## src/adsp_regs.svh

```systemverilog
// Purpose: constants for the analog and display shared port block
// Assumes: included by its bare name from the port slice and the port block files
// Notes: reset values, field positions, widths, port counts and read fill values only; no logic here
`ifndef ADSP_REGS_SVH
`define ADSP_REGS_SVH

// port geometry
`define ADSP_DATA_W 8
`define ADSP_NARROW_W 5
`define ADSP_WIDE_PORTS 6
`define ADSP_ANALOG_PORTS 2

// reset values
`define ADSP_RST_BIT 1'b0
`define ADSP_RST_ANA_DIS 1'b0
`define ADSP_RST_SEGSEL 6'h00

// field positions
`define ADSP_ANA_DIS_BIT 0
`define ADSP_SEGSEL_MSB 5
`define ADSP_SEGSEL_LSB 0

// read values of unimplemented or write-only locations
`define ADSP_UNDEF_FILL 3'h0
`define ADSP_WO_READ 8'h00
`define ADSP_CTRL_PAD 2'h0

`endif

```

## src/adsp_pkg.sv

```systemverilog
// Purpose: types shared by the shared port block
// Assumes: nothing imported; users write adsp_pkg::name
// Notes: command and answer travel as packed structs
package adsp_pkg;

  // what a command addresses; first six are the 8-bit ports in array order
  typedef enum logic [3:0] {
    ADSP_T_ANALOG_A,
    ADSP_T_ANALOG_B,
    ADSP_T_DISPLAY_A,
    ADSP_T_DISPLAY_B,
    ADSP_T_DISPLAY_C,
    ADSP_T_DISPLAY_D,
    ADSP_T_NARROW,
    ADSP_T_DIR_A,
    ADSP_T_DIR_B,
    ADSP_T_ANA_DIS,
    ADSP_T_DISP_CTRL
  } adsp_target_type;

  // plain read, whole load, and single-bit read-modify-write
  typedef enum logic [2:0] {
    ADSP_OP_NONE,
    ADSP_OP_READ,
    ADSP_OP_LOAD,
    ADSP_OP_SET,
    ADSP_OP_CLR,
    ADSP_OP_CPL
  } adsp_op_type;

  typedef struct packed {
    logic valid;
    adsp_op_type op;
    adsp_target_type target;
    logic [2:0] bit_idx;
    logic [7:0] data;
  } adsp_cmd_type;

  typedef struct packed {
    logic valid;
    logic refused;
    logic [7:0] data;
  } adsp_rsp_type;

endpackage

```

## src/adsp_port_slice.sv

```systemverilog
// Purpose: one port: output latch, optional direction register, pin sync, read mux
// Assumes: drv_en/drv_data come from the display driver on clk_sys
// Notes: without a direction register the latch itself drives (latch 1 = drive)
`timescale 1ns/10ps
`include "adsp_regs.svh"

module adsp_port_slice #(
  parameter int WIDTH = `ADSP_DATA_W,
  parameter bit HAS_DIR = 1'b1
) (
  input wire logic clk_sys,
  input wire logic srst,
  input wire logic wr_latch,
  input wire logic wr_dir,
  input wire logic [WIDTH-1:0] wr_data,
  input wire logic [WIDTH-1:0] pin_in,
  input wire logic [WIDTH-1:0] drv_en,
  input wire logic [WIDTH-1:0] drv_data,
  input wire logic [WIDTH-1:0] analog_sel,
  input wire logic conv_busy,
  output logic [WIDTH-1:0] pin_out,
  output logic [WIDTH-1:0] pin_oe,
  output logic [WIDTH-1:0] read_val,
  output logic [WIDTH-1:0] latch_val
);
  logic [WIDTH-1:0] latch_q; // output latch
  logic [WIDTH-1:0] dir_q; // 1 = output
  logic [WIDTH-1:0] pin_s1_q; // first sync stage, read only by pin_s2_q
  logic [WIDTH-1:0] pin_s2_q; // pin level safe to use
  logic [WIDTH-1:0] dir_eff; // effective output mode
  logic [WIDTH-1:0] out_mode; // pins reading back the latch
  logic [WIDTH-1:0] gate_zero; // analog pins forced to zero

  // latch written whatever the direction, so data can be set up first
  always_ff @(posedge clk_sys) begin
    if (srst) begin
      latch_q <= {WIDTH{`ADSP_RST_BIT}};
    end else if (wr_latch) begin
      latch_q <= wr_data;
    end
  end

  // direction register, write-only from outside
  always_ff @(posedge clk_sys) begin
    if (srst) begin
      dir_q <= {WIDTH{`ADSP_RST_BIT}};
    end else if (wr_dir && HAS_DIR) begin
      dir_q <= wr_data;
    end
  end

  // two-stage synchroniser on the pins
  always_ff @(posedge clk_sys) begin
    pin_s1_q <= pin_in;
    pin_s2_q <= pin_s1_q;
  end

  // 0 = input, 1 = output; display ports drive while latch is 1
  assign dir_eff = HAS_DIR ? dir_q : latch_q;
  assign out_mode = dir_eff & ~drv_en;
  assign gate_zero = analog_sel & {WIDTH{conv_busy}};

  // read: analog gate first, then latch for outputs, pin for inputs
  assign read_val = ~gate_zero & ((out_mode & latch_q) | (~out_mode & pin_s2_q));
  assign latch_val = latch_q;

  // pin drivers registered; segment driver overrides the port latch
  always_ff @(posedge clk_sys) begin
    if (srst) begin
      pin_out <= {WIDTH{`ADSP_RST_BIT}};
      pin_oe <= {WIDTH{`ADSP_RST_BIT}};
    end else begin
      pin_out <= (drv_en & drv_data) | (~drv_en & latch_q);
      pin_oe <= drv_en | dir_eff;
    end
  end
endmodule // adsp_port_slice

```

## src/adsp_ports.sv

```systemverilog
// Purpose: analog-shared and display-shared ports with their control registers
// Assumes: cmd from the cpu core on clk_sys; pins asynchronous
// Notes: one command per cycle, reads answer one cycle later
`timescale 1ns/10ps
`include "adsp_regs.svh"

module adsp_ports #(
  parameter int NARROW_W = `ADSP_NARROW_W
) (
  input wire logic clk_sys,
  input wire logic srst,
  input wire adsp_pkg::adsp_cmd_type cmd,
  output adsp_pkg::adsp_rsp_type rsp,
  input wire logic [`ADSP_WIDE_PORTS-1:0][7:0] wide_pin_in,
  output logic [`ADSP_WIDE_PORTS-1:0][7:0] wide_pin_out,
  output logic [`ADSP_WIDE_PORTS-1:0][7:0] wide_pin_oe,
  input wire logic [NARROW_W-1:0] display_port_narrow_in,
  output logic [NARROW_W-1:0] display_port_narrow_out,
  output logic [NARROW_W-1:0] display_port_narrow_oe,
  input wire logic conv_busy,
  input wire logic [`ADSP_ANALOG_PORTS-1:0][7:0] conv_channel_select,
  output logic analog_input_enable,
  input wire logic [3:0][7:0] disp_drv_en,
  input wire logic [3:0][7:0] disp_drv_data,
  input wire logic [NARROW_W-1:0] disp_drv_narrow_data,
  output logic [5:0] segment_select_field
);
  localparam int WP = `ADSP_WIDE_PORTS; // 8-bit ports in the array
  localparam int AP = `ADSP_ANALOG_PORTS; // the first AP of them are analog

  logic [WP-1:0][7:0] wide_read; // per-port read value
  logic [WP-1:0][7:0] wide_latch; // per-port latch contents, used only by the assertions
  logic [WP-1:0] wr_latch; // latch write strobes
  logic [WP-1:0] wr_dir; // direction write strobes
  logic [NARROW_W-1:0] narrow_read; // narrow port read value
  logic [NARROW_W-1:0] narrow_latch; // narrow port latch
  logic wr_narrow; // narrow latch write strobe
  logic analog_disable_q; // analog input disable select
  logic [5:0] seg_sel_q; // segment select field
  adsp_pkg::adsp_rsp_type rsp_q; // registered answer
  logic [7:0] cur_val; // value the addressed location reads as
  logic [7:0] bit_mask; // one-hot bit for bit operations
  logic [7:0] wr_val; // value a write stores
  logic is_bitop; // single-bit read-modify-write
  logic is_write; // any operation that stores
  logic to_dir; // addresses a direction register
  logic refuse; // bit operation on a write-only register
  logic accept_wr; // a store that goes ahead

  // command decode
  always_comb begin
    is_bitop = (cmd.op == adsp_pkg::ADSP_OP_SET) ||
               (cmd.op == adsp_pkg::ADSP_OP_CLR) ||
               (cmd.op == adsp_pkg::ADSP_OP_CPL);
    is_write = is_bitop || (cmd.op == adsp_pkg::ADSP_OP_LOAD);
    to_dir = (cmd.target == adsp_pkg::ADSP_T_DIR_A) ||
             (cmd.target == adsp_pkg::ADSP_T_DIR_B);
  end

  // a bit op cannot read back a write-only register, so it is refused
  assign refuse = cmd.valid && is_bitop && to_dir;
  assign accept_wr = cmd.valid && is_write && !refuse;
  assign bit_mask = 8'h01 << cmd.bit_idx;

  // read mux: what any read or the read half of a bit op sees
  always_comb begin
    cur_val = `ADSP_WO_READ;
    case (cmd.target)
      adsp_pkg::ADSP_T_ANALOG_A: cur_val = wide_read[0];
      adsp_pkg::ADSP_T_ANALOG_B: cur_val = wide_read[1];
      adsp_pkg::ADSP_T_DISPLAY_A: cur_val = wide_read[2];
      adsp_pkg::ADSP_T_DISPLAY_B: cur_val = wide_read[3];
      adsp_pkg::ADSP_T_DISPLAY_C: cur_val = wide_read[4];
      adsp_pkg::ADSP_T_DISPLAY_D: cur_val = wide_read[5];
      // upper bits have no pins behind them
      adsp_pkg::ADSP_T_NARROW: cur_val = {`ADSP_UNDEF_FILL, narrow_read};
      // direction registers cannot be read back
      adsp_pkg::ADSP_T_DIR_A: cur_val = `ADSP_WO_READ;
      adsp_pkg::ADSP_T_DIR_B: cur_val = `ADSP_WO_READ;
      adsp_pkg::ADSP_T_ANA_DIS: cur_val = {7'h00, analog_disable_q};
      adsp_pkg::ADSP_T_DISP_CTRL: cur_val = {`ADSP_CTRL_PAD, seg_sel_q};
      default: cur_val = `ADSP_WO_READ;
    endcase
  end

  // store value; bit ops start from the read value, so input pins
  // write their pin level back into their latch
  always_comb begin
    case (cmd.op)
      adsp_pkg::ADSP_OP_LOAD: wr_val = cmd.data;
      adsp_pkg::ADSP_OP_SET: wr_val = cur_val | bit_mask;
      adsp_pkg::ADSP_OP_CLR: wr_val = cur_val & ~bit_mask;
      adsp_pkg::ADSP_OP_CPL: wr_val = cur_val ^ bit_mask;
      default: wr_val = cmd.data;
    endcase
  end

  // write strobes per port; array index follows the target order
  always_comb begin
    for (int i = 0; i < WP; i++) begin
      wr_latch[i] = accept_wr && (cmd.target == adsp_pkg::adsp_target_type'(4'(i)));
    end
    wr_dir[0] = accept_wr && (cmd.target == adsp_pkg::ADSP_T_DIR_A);
    wr_dir[1] = accept_wr && (cmd.target == adsp_pkg::ADSP_T_DIR_B);
    for (int i = AP; i < WP; i++) begin
      wr_dir[i] = 1'b0;
    end
    wr_narrow = accept_wr && (cmd.target == adsp_pkg::ADSP_T_NARROW);
  end

  // analog input disable select; cleared means pins stay analog
  always_ff @(posedge clk_sys) begin
    if (srst) begin
      analog_disable_q <= `ADSP_RST_ANA_DIS;
    end else if (accept_wr && cmd.target == adsp_pkg::ADSP_T_ANA_DIS) begin
      analog_disable_q <= wr_val[`ADSP_ANA_DIS_BIT];
    end
  end
  assign analog_input_enable = !analog_disable_q;

  // display control one: segment select field
  always_ff @(posedge clk_sys) begin
    if (srst) begin
      seg_sel_q <= `ADSP_RST_SEGSEL;
    end else if (accept_wr && cmd.target == adsp_pkg::ADSP_T_DISP_CTRL) begin
      seg_sel_q <= wr_val[`ADSP_SEGSEL_MSB:`ADSP_SEGSEL_LSB];
    end
  end
  assign segment_select_field = seg_sel_q;

  // answer: reads and refusals show one cycle after the command
  always_ff @(posedge clk_sys) begin
    if (srst) begin
      rsp_q <= '0;
    end else begin
      rsp_q.valid <= cmd.valid && (cmd.op == adsp_pkg::ADSP_OP_READ);
      rsp_q.refused <= refuse;
      rsp_q.data <= cur_val;
    end
  end
  assign rsp = rsp_q;

  // the six 8-bit ports; analog ones carry a direction register
  for (genvar g = 0; g < WP; g++) begin : g_wide
    logic [7:0] drv_en_g; // segment/grid driver enables
    logic [7:0] drv_data_g; // segment/grid driver levels
    logic [7:0] analog_g; // pins taken by the converter
    if (g < AP) begin : g_analog
      // only a selected channel with analog enabled reads zero
      assign analog_g = conv_channel_select[g] & {8{!analog_disable_q}};
      assign drv_en_g = 8'h00;
      assign drv_data_g = 8'h00;
    end else begin : g_display
      assign analog_g = 8'h00;
      assign drv_en_g = disp_drv_en[g-AP];
      assign drv_data_g = disp_drv_data[g-AP];
    end
    adsp_port_slice #(
      .WIDTH(8),
      .HAS_DIR(g < AP)
    ) u_port (
      .clk_sys(clk_sys),
      .srst(srst),
      .wr_latch(wr_latch[g]),
      .wr_dir(wr_dir[g]),
      .wr_data(wr_val),
      .pin_in(wide_pin_in[g]),
      .drv_en(drv_en_g),
      .drv_data(drv_data_g),
      .analog_sel(analog_g),
      .conv_busy(conv_busy),
      .pin_out(wide_pin_out[g]),
      .pin_oe(wide_pin_oe[g]),
      .read_val(wide_read[g]),
      .latch_val(wide_latch[g])
    );
  end

  // narrow display port; field bit k hands pin k to the segment driver,
  // the top field bit has no pin here
  adsp_port_slice #(
    .WIDTH(NARROW_W),
    .HAS_DIR(1'b0)
  ) u_narrow (
    .clk_sys(clk_sys),
    .srst(srst),
    .wr_latch(wr_narrow),
    .wr_dir(1'b0),
    .wr_data(wr_val[NARROW_W-1:0]),
    .pin_in(display_port_narrow_in),
    .drv_en(seg_sel_q[NARROW_W-1:0]),
    .drv_data(disp_drv_narrow_data),
    .analog_sel({NARROW_W{1'b0}}),
    .conv_busy(conv_busy),
    .pin_out(display_port_narrow_out),
    .pin_oe(display_port_narrow_oe),
    .read_val(narrow_read),
    .latch_val(narrow_latch)
  );
endmodule // adsp_ports

```

## config.mk

```make
export PLATFORM = sky130hd
export DESIGN_NAME = adsp_ports
export DESIGN_NICKNAME = d
export VERILOG_FILES = /design/src/adsp_pkg.sv /design/src/adsp_port_slice.sv /design/src/adsp_ports.sv
export VERILOG_INCLUDE_DIRS = /design/src
export SDC_FILE = /design/constraint.sdc
export NUM_CORES = 1
export LEC_CHECK = 0
export ABC_AREA = 1
export BUFFER_PORTS_ARGS = -buffer_cell sky130_fd_sc_hd__buf_2
export CORE_UTILIZATION = 45
export DETAILED_ROUTE_END_ITERATION = 12
export PLACE_DENSITY = 0.72
export SETUP_SLACK_MARGIN = 0.5
export SLEW_MARGIN = 0
export SYNTH_ARGS = -nofsm -noshare
export SYNTH_HDL_FRONTEND = slang
export SYNTH_SLANG_ARGS = --single-unit
```

## constraint.sdc

```tcl
create_clock -name clk_sys -period 5.6 [get_ports clk_sys]
set_input_delay 0.84 -clock clk_sys [delete_from_list [all_inputs] [get_ports clk_sys]]
set_output_delay 0.84 -clock clk_sys [all_outputs]
set_load 0.005 [all_outputs]
```

==> run metrics, run 1 <==
Startpoint Class input port; GRT Overall Usage 0.236; first-pass GRT wire length 43.0 mm; Worst-Skew Late Latency roughly 0.54 ns; largest net degree at the start of global routing 56; Yosys top cell by area dfxtp_1; Die ar. 0.0235 mm^2; vias in the first global route 8046; fill count roughly 2000; power per cell area roughly 340 mW/mm^2; uppermost layer routed met5; drt first pass iters 5; Final Skew roughly 0.0086 ns; TritonCTS buffer count 29; Crit Path Category input port to flip-flop; hold_buf cts 0; worst r2r src analog_disable_q; die extent in y 153 um; Die Span X roughly 150 um; Mean Syn Cell Area approximately 8 um^2; Final Slew Violations 0; via count 8615; drc violations 0; R2R Setup Slk 2.33 ns; Fin Setup TNS 0 ns; worst vdd ir roughly 0.00023 V; crit share post-route 0.604; # resized after CTS 0; Max Cap Viol 0; Worst Path Required 6.08 ns; Via density roughly 4.7; I/O Buffers 282; met2 wire len around 13 mm; clock buffer depth 3; final wirelength between 20 and 30 mm; Inst Count DP ~1800; Synth top area share 0.579; crit-path max FO 10; H-tree depth 1; Netlist cell types 30; critical path capture point segment_select_field[4]; antenna violations before repair 3; FF-to-FF End segment_select_field[4]; Non-Filler Instances 1834; fraction of layout cells with a size suffix above 1 0.230; CP cell instances buf_2, nor2_2, inv_1, nor2_2, o21ai_0, nand2_1, nor2_1, nand3_1, ha_1, inv_1, nand4_1, nand2_1, nor2_1, nor2_2, o21ai_0, nor2_1; worst hold path type flip-flop to flip-flop; DP Worst Slack around 1.7 ns; CP max stage cell nor2_2; total gr overflow 0; Leakage Power 0.00685 uW; GPL Wtd Cong between 0.8 and 0.9; unrepaired setup endpoints after global routing no; Cells after Synth approximately 1300; WP data arrival just under 4 ns; Crit. End Element flip-flop; row cnt 54; Highest Clock Rate approximately 300 MHz; Post-Route M1 WL between 10 and 15 mm; Syn. warnings 0; setup ws final between 2 and 2.5 ns; worst slew pin tran roughly 1.1 ns; synth top area cells dfxtp_1, nor2_1, nand2_1, inv_1, o21ai_0; I/O pins 283; drt first-iter violations 415; Clk pin slew, worst setup/hold paths approximately 0.06 ns; CTS tree yes; Crit. Startpoint cmd[14]; # setup viols final 0; Yosys reg bits 298; initial core utilization 0.465; outcome finished clean; Seq/Total Area, Yosys 0.579; Post-DRT Antenna Nets 0; HPWL Detailed 20.7 mm; Core Region 0.0222 mm^2; Post-CTS Setup Bufs 0; Final nets ~1700; Slew HR 0.285; Synth Cell Area between 0.01 and 0.015 mm^2; clock tree sinks 298; min cycle time layout roughly 3.4 ns; reg2reg path depth 12; Final Hold Vio Count 0; Multi-input gate area ~0.0033 mm^2; DR WL met3 roughly 2.0 mm; syn nets between 1000 and 1500; CTS root buffer clkbuf_16; register area just under 0.006 mm^2; area growth from synthesis to layout 23.6%; Crit path largest cell delay 0.53 ns; Avg WL per Cell about 15 um
[layer usage]
metal / up-vias / GRT usage
li1: 4364 / -
met1: 3867 / 0.304
met2: 328 / 0.393
met3: 54 / 0.0445
met4: 2 / 0.0890
met5: - / 0
[worst min path at each step]
stage	slack [ns]	cells past startpoint	endpoint	startpoint
floorplan	0.31	0	g_wide[0].u_port.pin_s2_q[0]	g_wide[0].u_port.pin_s1_q[0]
global placement	0.31	0	g_wide[3].u_port.pin_s2_q[1]	g_wide[3].u_port.pin_s1_q[1]
detailed placement	0.31	0	g_wide[3].u_port.pin_s2_q[2]	g_wide[3].u_port.pin_s1_q[2]
CTS	0.33	0	g_wide[3].u_port.pin_s2_q[6]	g_wide[3].u_port.pin_s1_q[6]
global route	0.33	0	u_narrow.pin_s2_q[2]	u_narrow.pin_s1_q[2]
finish	0.32	0	g_wide[1].u_port.pin_s2_q[1]	g_wide[1].u_port.pin_s1_q[1]
[cell usage after synthesis (all sizes together)]
cell,instances
o21a,15
and2,1
nand3b,4
a21oi,52
o21ai,91
inv,197
clkinv,1
nand2,238
nand3,42
a21boi,1
nor2,253
buf,22
nand4,6
ha,17
nor3,1
dfxtp,298
clkbuf,11
[state kept, by name, summed over array words and instances, names as in the netlist]
name and count:
g_wide.u_port.dir_eff 16, u_narrow.pin_s2_q 5, u_narrow.pin_s1_q 5, g_wide.u_port.pin_s1_q 48, u_narrow.latch_val 5, analog_disable_q 1, g_wide.u_port.latch_val 48, g_wide.u_port.pin_oe 48
g_wide.u_port.pin_out 48, segment_select_field 6, rsp 10, u_narrow.pin_oe 5, g_wide.u_port.pin_s2_q 48, u_narrow.pin_out 5
[worst max-delay path, delay by kind of cell]
kind / cells / cell delay (ns)
AND/OR/NAND/NOR: 10 / 1.86
AO/OA/AOI/OAI: 2 / 0.56
buffers and inverters: 3 / 0.28
adder cells (fa/ha/maj): 1 / 0.28
[per-stage QoR]
step	hold WS, ns	utilization	total power [uW]	instance area (um^2)
finish	0.324	0.575	4360	12700
CTS	0.325	0.574	4400	12700
floorplan	0.310	-	2420	10300
global route	0.329	0.574	4530	12700
detailed placement	0.312	0.534	2590	11800
global placement	0.310	0.534	2580	11800
[logic make-up after synthesis]
logic type               count (synthesis)  synth area share
AND/OR/NAND/NOR                        545             0.222
flip-flops                             298             0.579
buffers and inverters                  231            0.0968
AO/OA/AOI/OAI                          159            0.0818
adder cells (fa/ha/maj)                 17            0.0206
[final cells by class]
class,count,area share
Clock inverter,12,0.00767
Multi-Input combinational cell,721,0.263
Sequential cell,298,0.469
Antenna cell,3,0.000590
Clock buffer,36,0.0614
Timing Repair Buffer,286,0.113
Tap cell,280,0.0275
Inverter,198,0.0585
[power by group]
part / total (uW) / switching [uW] / internal, uW
Clock: 1810 / 784 / 1030
Sequential: 2220 / 21.0 / 2200
Combinational: 321 / 206 / 115
[placed cells by master, fill, tap and decap left out, drive strengths merged]
| master | synthesis | layout |
|---|---|---|
| a21oi | 52 | 52 |
| and2 | 1 | 1 |
| nand3b | 4 | 4 |
| nand4 | 6 | 6 |
| nor2 | 253 | 253 |
| nand2 | 238 | 238 |
| clkinv | 1 | 8 |
| nand3 | 42 | 42 |
| inv | 197 | 199 |
| clkinvlp | 0 | 2 |
| clkbuf | 11 | 36 |
| o21a | 15 | 15 |
| ha | 17 | 17 |
| buf | 22 | 286 |
| dfxtp | 298 | 298 |
| diode | 0 | 3 |
| o21ai | 91 | 91 |
| nor3 | 1 | 1 |
| bufinv | 0 | 1 |
| a21boi | 1 | 1 |
Power figures use the tool's default switching activity.
==> run 2: changes to the inputs <==
==> constraint.sdc (replaced) <==
create_clock -name clk_sys -period 3.2 [get_ports clk_sys]
set_input_delay 0.48 -clock clk_sys [delete_from_list [all_inputs] [get_ports clk_sys]]
set_output_delay 0.48 -clock clk_sys [all_outputs]
set_load 0.005 [all_outputs]
==> run metrics, run 2 (synthesized netlist as in run 1, its figures left out) <==
Max Cap Viol 0; register area between 0.005 and 0.006 mm^2; internal cell power 6530 uW; WP data arrival 2.98 ns; most frequent cells in the layout dfxtp_1, buf_2, nor2_1, nand2_1, inv_1; fraction of layout cells with a size suffix above 1 0.243; Sw Ratio 0.221; Worst-Skew Late Latency roughly 0.55 ns; Final Skew approximately 0.0077 ns; Post-DRT Antenna Nets 0; H-tree depth 1; worst slew pin tran between 0.6 and 0.7 ns; drt first-iter violations approximately 700; HPWL Detailed around 22 mm; clock tree sinks approximately 300; Slew HR 0.586; largest net degree at the start of global routing 50; drt first pass iters 5; antenna violations before repair 3; initial core utilization 0.465; area growth from synthesis to layout 27.3%; row cnt between 50 and 60; Leakage Power around 0.0071 uW; Combinational Power Share 0.069; Die ar. between 0.02 and 0.025 mm^2; Fin Setup TNS 0 ns; Final nets 1727; min cycle time layout between 2 and 3 ns; total gr overflow 0; unrepaired setup endpoints after global routing yes; CTS root buffer clkbuf_16; Clk pin slew, worst setup/hold paths roughly 0.06 ns; crit-path max FO 16; via count 8757; final wirelength ~29 mm; Avg WL per Cell approximately 16 um; fill count 1984; I/O pins between 200 and 300; Via density 4.71; Net Switching between 1500 and 2000 uW; Crit. End Element flip-flop; power per cell area approximately 640 mW/mm^2; outcome finished clean; Multi-input gate area 0.00335 mm^2; Startpoint Class flip-flop; clock share of power 0.466; GRT Overall Usage 0.246; TritonCTS buffer count 30; worst hold path type input port to flip-flop; drc violations 0; Die Span X between 150 and 200 um; Final Hold Vio Count 0; Highest Clock Rate approximately 400 MHz; Final Slew Violations 0; commonest non-fill, non-tap cell in the layout dfxtp_1; Core Util, Final 0.592; first-pass GRT wire length between 40 and 50 mm; die extent in y 153 um; Core Region approximately 0.022 mm^2; GPL Wtd Cong between 0.8 and 0.9; I/O Buffers approximately 280; worst vdd ir between 0.0004 and 0.0005 V; crit share post-route 0.791; clock buffer depth 3; Crit Path Category flip-flop to flip-flop; # setup viols final 0; sequential fraction of design power 0.465; CTS tree yes; Worst Path Required roughly 3.7 ns; vias in the first global route about 8400
==> run 2: cell count changes in the layout (fill, tap and decap cells not counted), sizes merged <==
cell | previous run | this run
diode | 3 | 4
inv | 199 | 197
clkinvlp | 2 | 1
buf | 286 | 301
clkinv | 8 | 12
bufinv | 1 | 8
==> run 2: path summary, 6_finish.rpt <==
path	to	slack, ns	from	cells after the start
worst max register to register	g_wide[0].u_port.dir_eff[3]	0.67	analog_disable_q	16
worst min register to register	g_wide[3].u_port.pin_s2_q[6]	0.32	g_wide[3].u_port.pin_s1_q[6]	0
worst min-delay path	u_narrow.pin_s1_q[4]	0.02	display_port_narrow_in[4]	1
worst max-delay path	g_wide[0].u_port.dir_eff[3]	0.67	analog_disable_q	16
==> run 2: power by group through the flow <==
stage               clock network (uW)  registers (uW)  logic [uW]
floorplan                            0            3970         268
global placement                     0            3970         560
detailed placement                   0            3970         569
CTS                               3970            3890         572
global route                      4130            3900         641
finish                            3910            3890         578
==> run 2: area by class of cell <==
class                      instances  share of cell area
antenna                            4            0.000763
timing repair buffer             301               0.119
multi-input combinational        721               0.255
sequential                       298               0.455
clock inverter                    20              0.0242
inverter                         198              0.0568
tap                              280              0.0267
clock buffer                      36              0.0620
==> run 2: what timing repair did <==
item / 4_1_cts / 5_1_grt
setup buffers: 0 / 3
resized for setup: 0 / 1
setup endpoints to repair: 0 / 9
hold endpoints to repair: 0 / 0
hold buffers: 0 / 0
==> run 2: worst max-delay path, cell delays in order (launching register included) <==
cell and delay [ns]:
dfxtp_1 0.32, nor2_1 0.11, buf_4 0.22, nand2_1 0.08, nand3_1 0.14, nand2_1 0.10
nor2_1 0.15, nand3b_1 0.19, ha_1 0.33, inv_1 0.04, nand4_1 0.07, nand2_1 0.05
nor2_1 0.18, nor2_4 0.08, buf_4 0.17, nor2_1 0.12, nor2_1 0.06
==> run 2: per-stage QoR <==
step,cell area (um^2),hold WS (ns),setup WS [ns],total power [uW],instances
2_1_floorplan,10300,0.310,0.917,4240,1250
3_3_place_gp,11900,0.310,0.0809,4530,1795
3_5_place_dp,11900,0.312,0.0568,4540,1795
4_1_cts,13100,0.00625,0.597,8430,1851
5_1_grt,13100,0.00527,0.464,8670,1856
6_report,13100,0.0222,0.669,8380,1858
==> run 2: layer usage <==
metal | vias to the layer above | part of all wire | global-route usage
met5 | - | 0 | 0
met4 | 0 | 0.030 | 0.0861
met3 | 53 | 0.069 | 0.0476
met2 | 331 | 0.46 | 0.408
met1 | 3967 | 0.44 | 0.317
li1 | 4406 | - | -
==> run 3: changes to the inputs <==
--- a/config.mk
+++ b/config.mk
@@ -10,7 +10,7 @@
 export BUFFER_PORTS_ARGS = -buffer_cell sky130_fd_sc_hd__buf_2
 export CORE_UTILIZATION = 45
 export DETAILED_ROUTE_END_ITERATION = 12
-export PLACE_DENSITY = 0.72
+export PLACE_DENSITY = 0.75
 export SETUP_SLACK_MARGIN = 0.5
 export SLEW_MARGIN = 0
 export SYNTH_ARGS = -nofsm -noshare
==> constraint.sdc (replaced) <==
create_clock -name clk_sys -period 2.3 [get_ports clk_sys]
set_input_delay 0.345 -clock clk_sys [delete_from_list [all_inputs] [get_ports clk_sys]]
set_output_delay 0.345 -clock clk_sys [all_outputs]
set_load 0.005 [all_outputs]
==> run metrics, run 3 (synthesized netlist as in run 1, its figures left out) <==
min cycle time layout around 2.2 ns; Max Cap Viol 0; drt first pass iters 6; I/O pins around 280; FF-to-FF End g_wide[1].u_port.latch_val[5]; antenna violations before repair 2; register area 0.00597 mm^2; Worst-Skew Late Latency about 0.56 ns; Final Slew Violations 0; R2R Setup Slk between 0.05 and 0.06 ns; Leakage Power about 0.0077 uW; Min-Delay Path Depth 2; CTS root buffer clkbuf_16; GPL Wtd Cong ~0.95; worst r2r src analog_disable_q; drc violations 0; unrepaired setup endpoints after global routing yes; power per cell area 774 mW/mm^2; Crit Path Category flip-flop to flip-flop; Startpoint Class flip-flop; Worst Min Path Start disp_drv_en[24]; Cell Area, Placed about 0.012 mm^2; crit share post-route 0.977; reg2reg path depth 16; clock buffer depth 3; most frequent cells in the layout dfxtp_1, buf_2, nand2_1, inv_1, nor2_1; final wirelength 32.4 mm; Post-DRT Antenna Nets 0; CP max stage cell dfxtp_4; outcome finished clean; initial core utilization 0.465; via count between 9000 and 10000; Crit path largest cell delay roughly 0.37 ns; Power Total 11600 uW; vias in the first global route around 9600; Core Region between 0.02 and 0.025 mm^2; Core Util, Final 0.675; row cnt 54; crit-path max FO 7; H-tree depth 1; Final nets between 1500 and 2000; clock tree sinks just under 300; Crit. End Element flip-flop; worst hold slack approximately 0.015 ns; GRT Overall Usage 0.269; commonest non-fill, non-tap cell in the layout dfxtp_1; Worst Path Required between 2 and 3 ns; Slew HR 0.589; HPWL Detailed 22.2 mm; first-pass GRT wire length around 49 mm; # setup viols final 0; Avg WL per Cell between 15 and 20 um; drt first-iter violations 738; area growth from synthesis to layout 45.1%; Final Skew between 0.01 and 0.015 ns; I/O Buffers ~280; CP cell instances nor2_4, buf_4, nand2_1, nand3_2, nand2_2, nor2_2, nand3_2, ha_4, inv_1, nand4_1, nand2_1, nor2_2, nor2_4, buf_12, o21ai_1, nor2_1; final instance area 0.0150 mm^2; Via density 4.79; fill count 1680; total gr overflow 0; WP data arrival around 2.7 ns; Non-Filler Instances around 2000; TritonCTS buffer count 30; Multi-input gate area 0.00388 mm^2; worst vdd ir slightly above 0.0007 V; worst slew pin tran slightly above 0.6 ns; die extent in y 153 um; Clk pin slew, worst setup/hold paths 0.06 ns; Inst Count DP 1832; worst hold path type input port to flip-flop; largest net degree at the start of global routing between 50 and 60; WHS Endpoint g_wide[5].u_port.pin_out[0]; fraction of layout cells with a size suffix above 1 0.330; Die Span X between 150 and 200 um; CTS tree yes; Final Hold Vio Count 0; Highest Clock Rate around 450 MHz; Die ar. about 0.024 mm^2
-- run 3: area by class of cell --
| cell class | count | share of cell area |
|---|---|---|
| Sequential cell | 298 | 0.399 |
| Antenna cell | 1 | 0.000167 |
| Timing Repair Buffer | 440 | 0.199 |
| Inverter | 198 | 0.0503 |
| Clock buffer | 36 | 0.0544 |
| Clock inverter | 20 | 0.0140 |
| Tap cell | 280 | 0.0234 |
| Multi-Input combinational cell | 722 | 0.260 |
-- run 3: power by group --
group | internal [uW] | switching, uW
Clock | 2880 | 2060
Combinational | 556 | 653
Sequential | 5360 | 56.2
-- run 3: timing repair --
item / CTS / global route
hold buffers: 80 / 0
pin swaps: 45 / 36
cloned: 2 / 1
buffers inserted: 16 / 7
endpoints found under the hold margin: 80 / 0
endpoints found under the setup margin: 76 / 77
gates resized for setup: 98 / 72
-- run 3: worst max-delay path by stage --
stage | cells past startpoint | end | from
finish | 16 | g_wide[1].u_port.latch_val[5] | analog_disable_q
global route | 16 | g_wide[1].u_port.latch_val[5] | analog_disable_q
CTS | 15 | g_wide[5].u_port.latch_val[0] | analog_disable_q
detailed placement | 18 | g_wide[0].u_port.latch_val[1] | cmd[12]
global placement | 18 | g_wide[5].u_port.latch_val[1] | cmd[12]
floorplan | 16 | u_narrow.latch_val[0] | conv_busy
-- run 3: per-layer routing --
metal | vias up | GRT usage | share of wire
li1 | 4684 | - | -
met1 | 4355 | 0.334 | 0.41
met2 | 424 | 0.461 | 0.48
met3 | 87 | 0.0491 | 0.069
met4 | 2 | 0.107 | 0.038
met5 | - | 0 | 0.00040
-- run 3: worst max-delay path: cells and delay by family (launching register included) --
family / cells / cell delay [ns]
buffers and inverters: 3 / 0.32
AOI/OAI and AO/OA: 1 / 0.14
and+or+nand+nor: 11 / 1.01
adders and majority gates: 1 / 0.29
DFF: 1 / 0.37
-- run 3: per-stage QoR --
step | setup slack (ns) | TNS (ns)
finish | 0.0529 | 0
global route | -0.0245 | -0.0645
CTS | 0.124 | 0
detailed placement | -0.405 | -19.04
global placement | -0.383 | -17.10
floorplan | 0.379 | 0
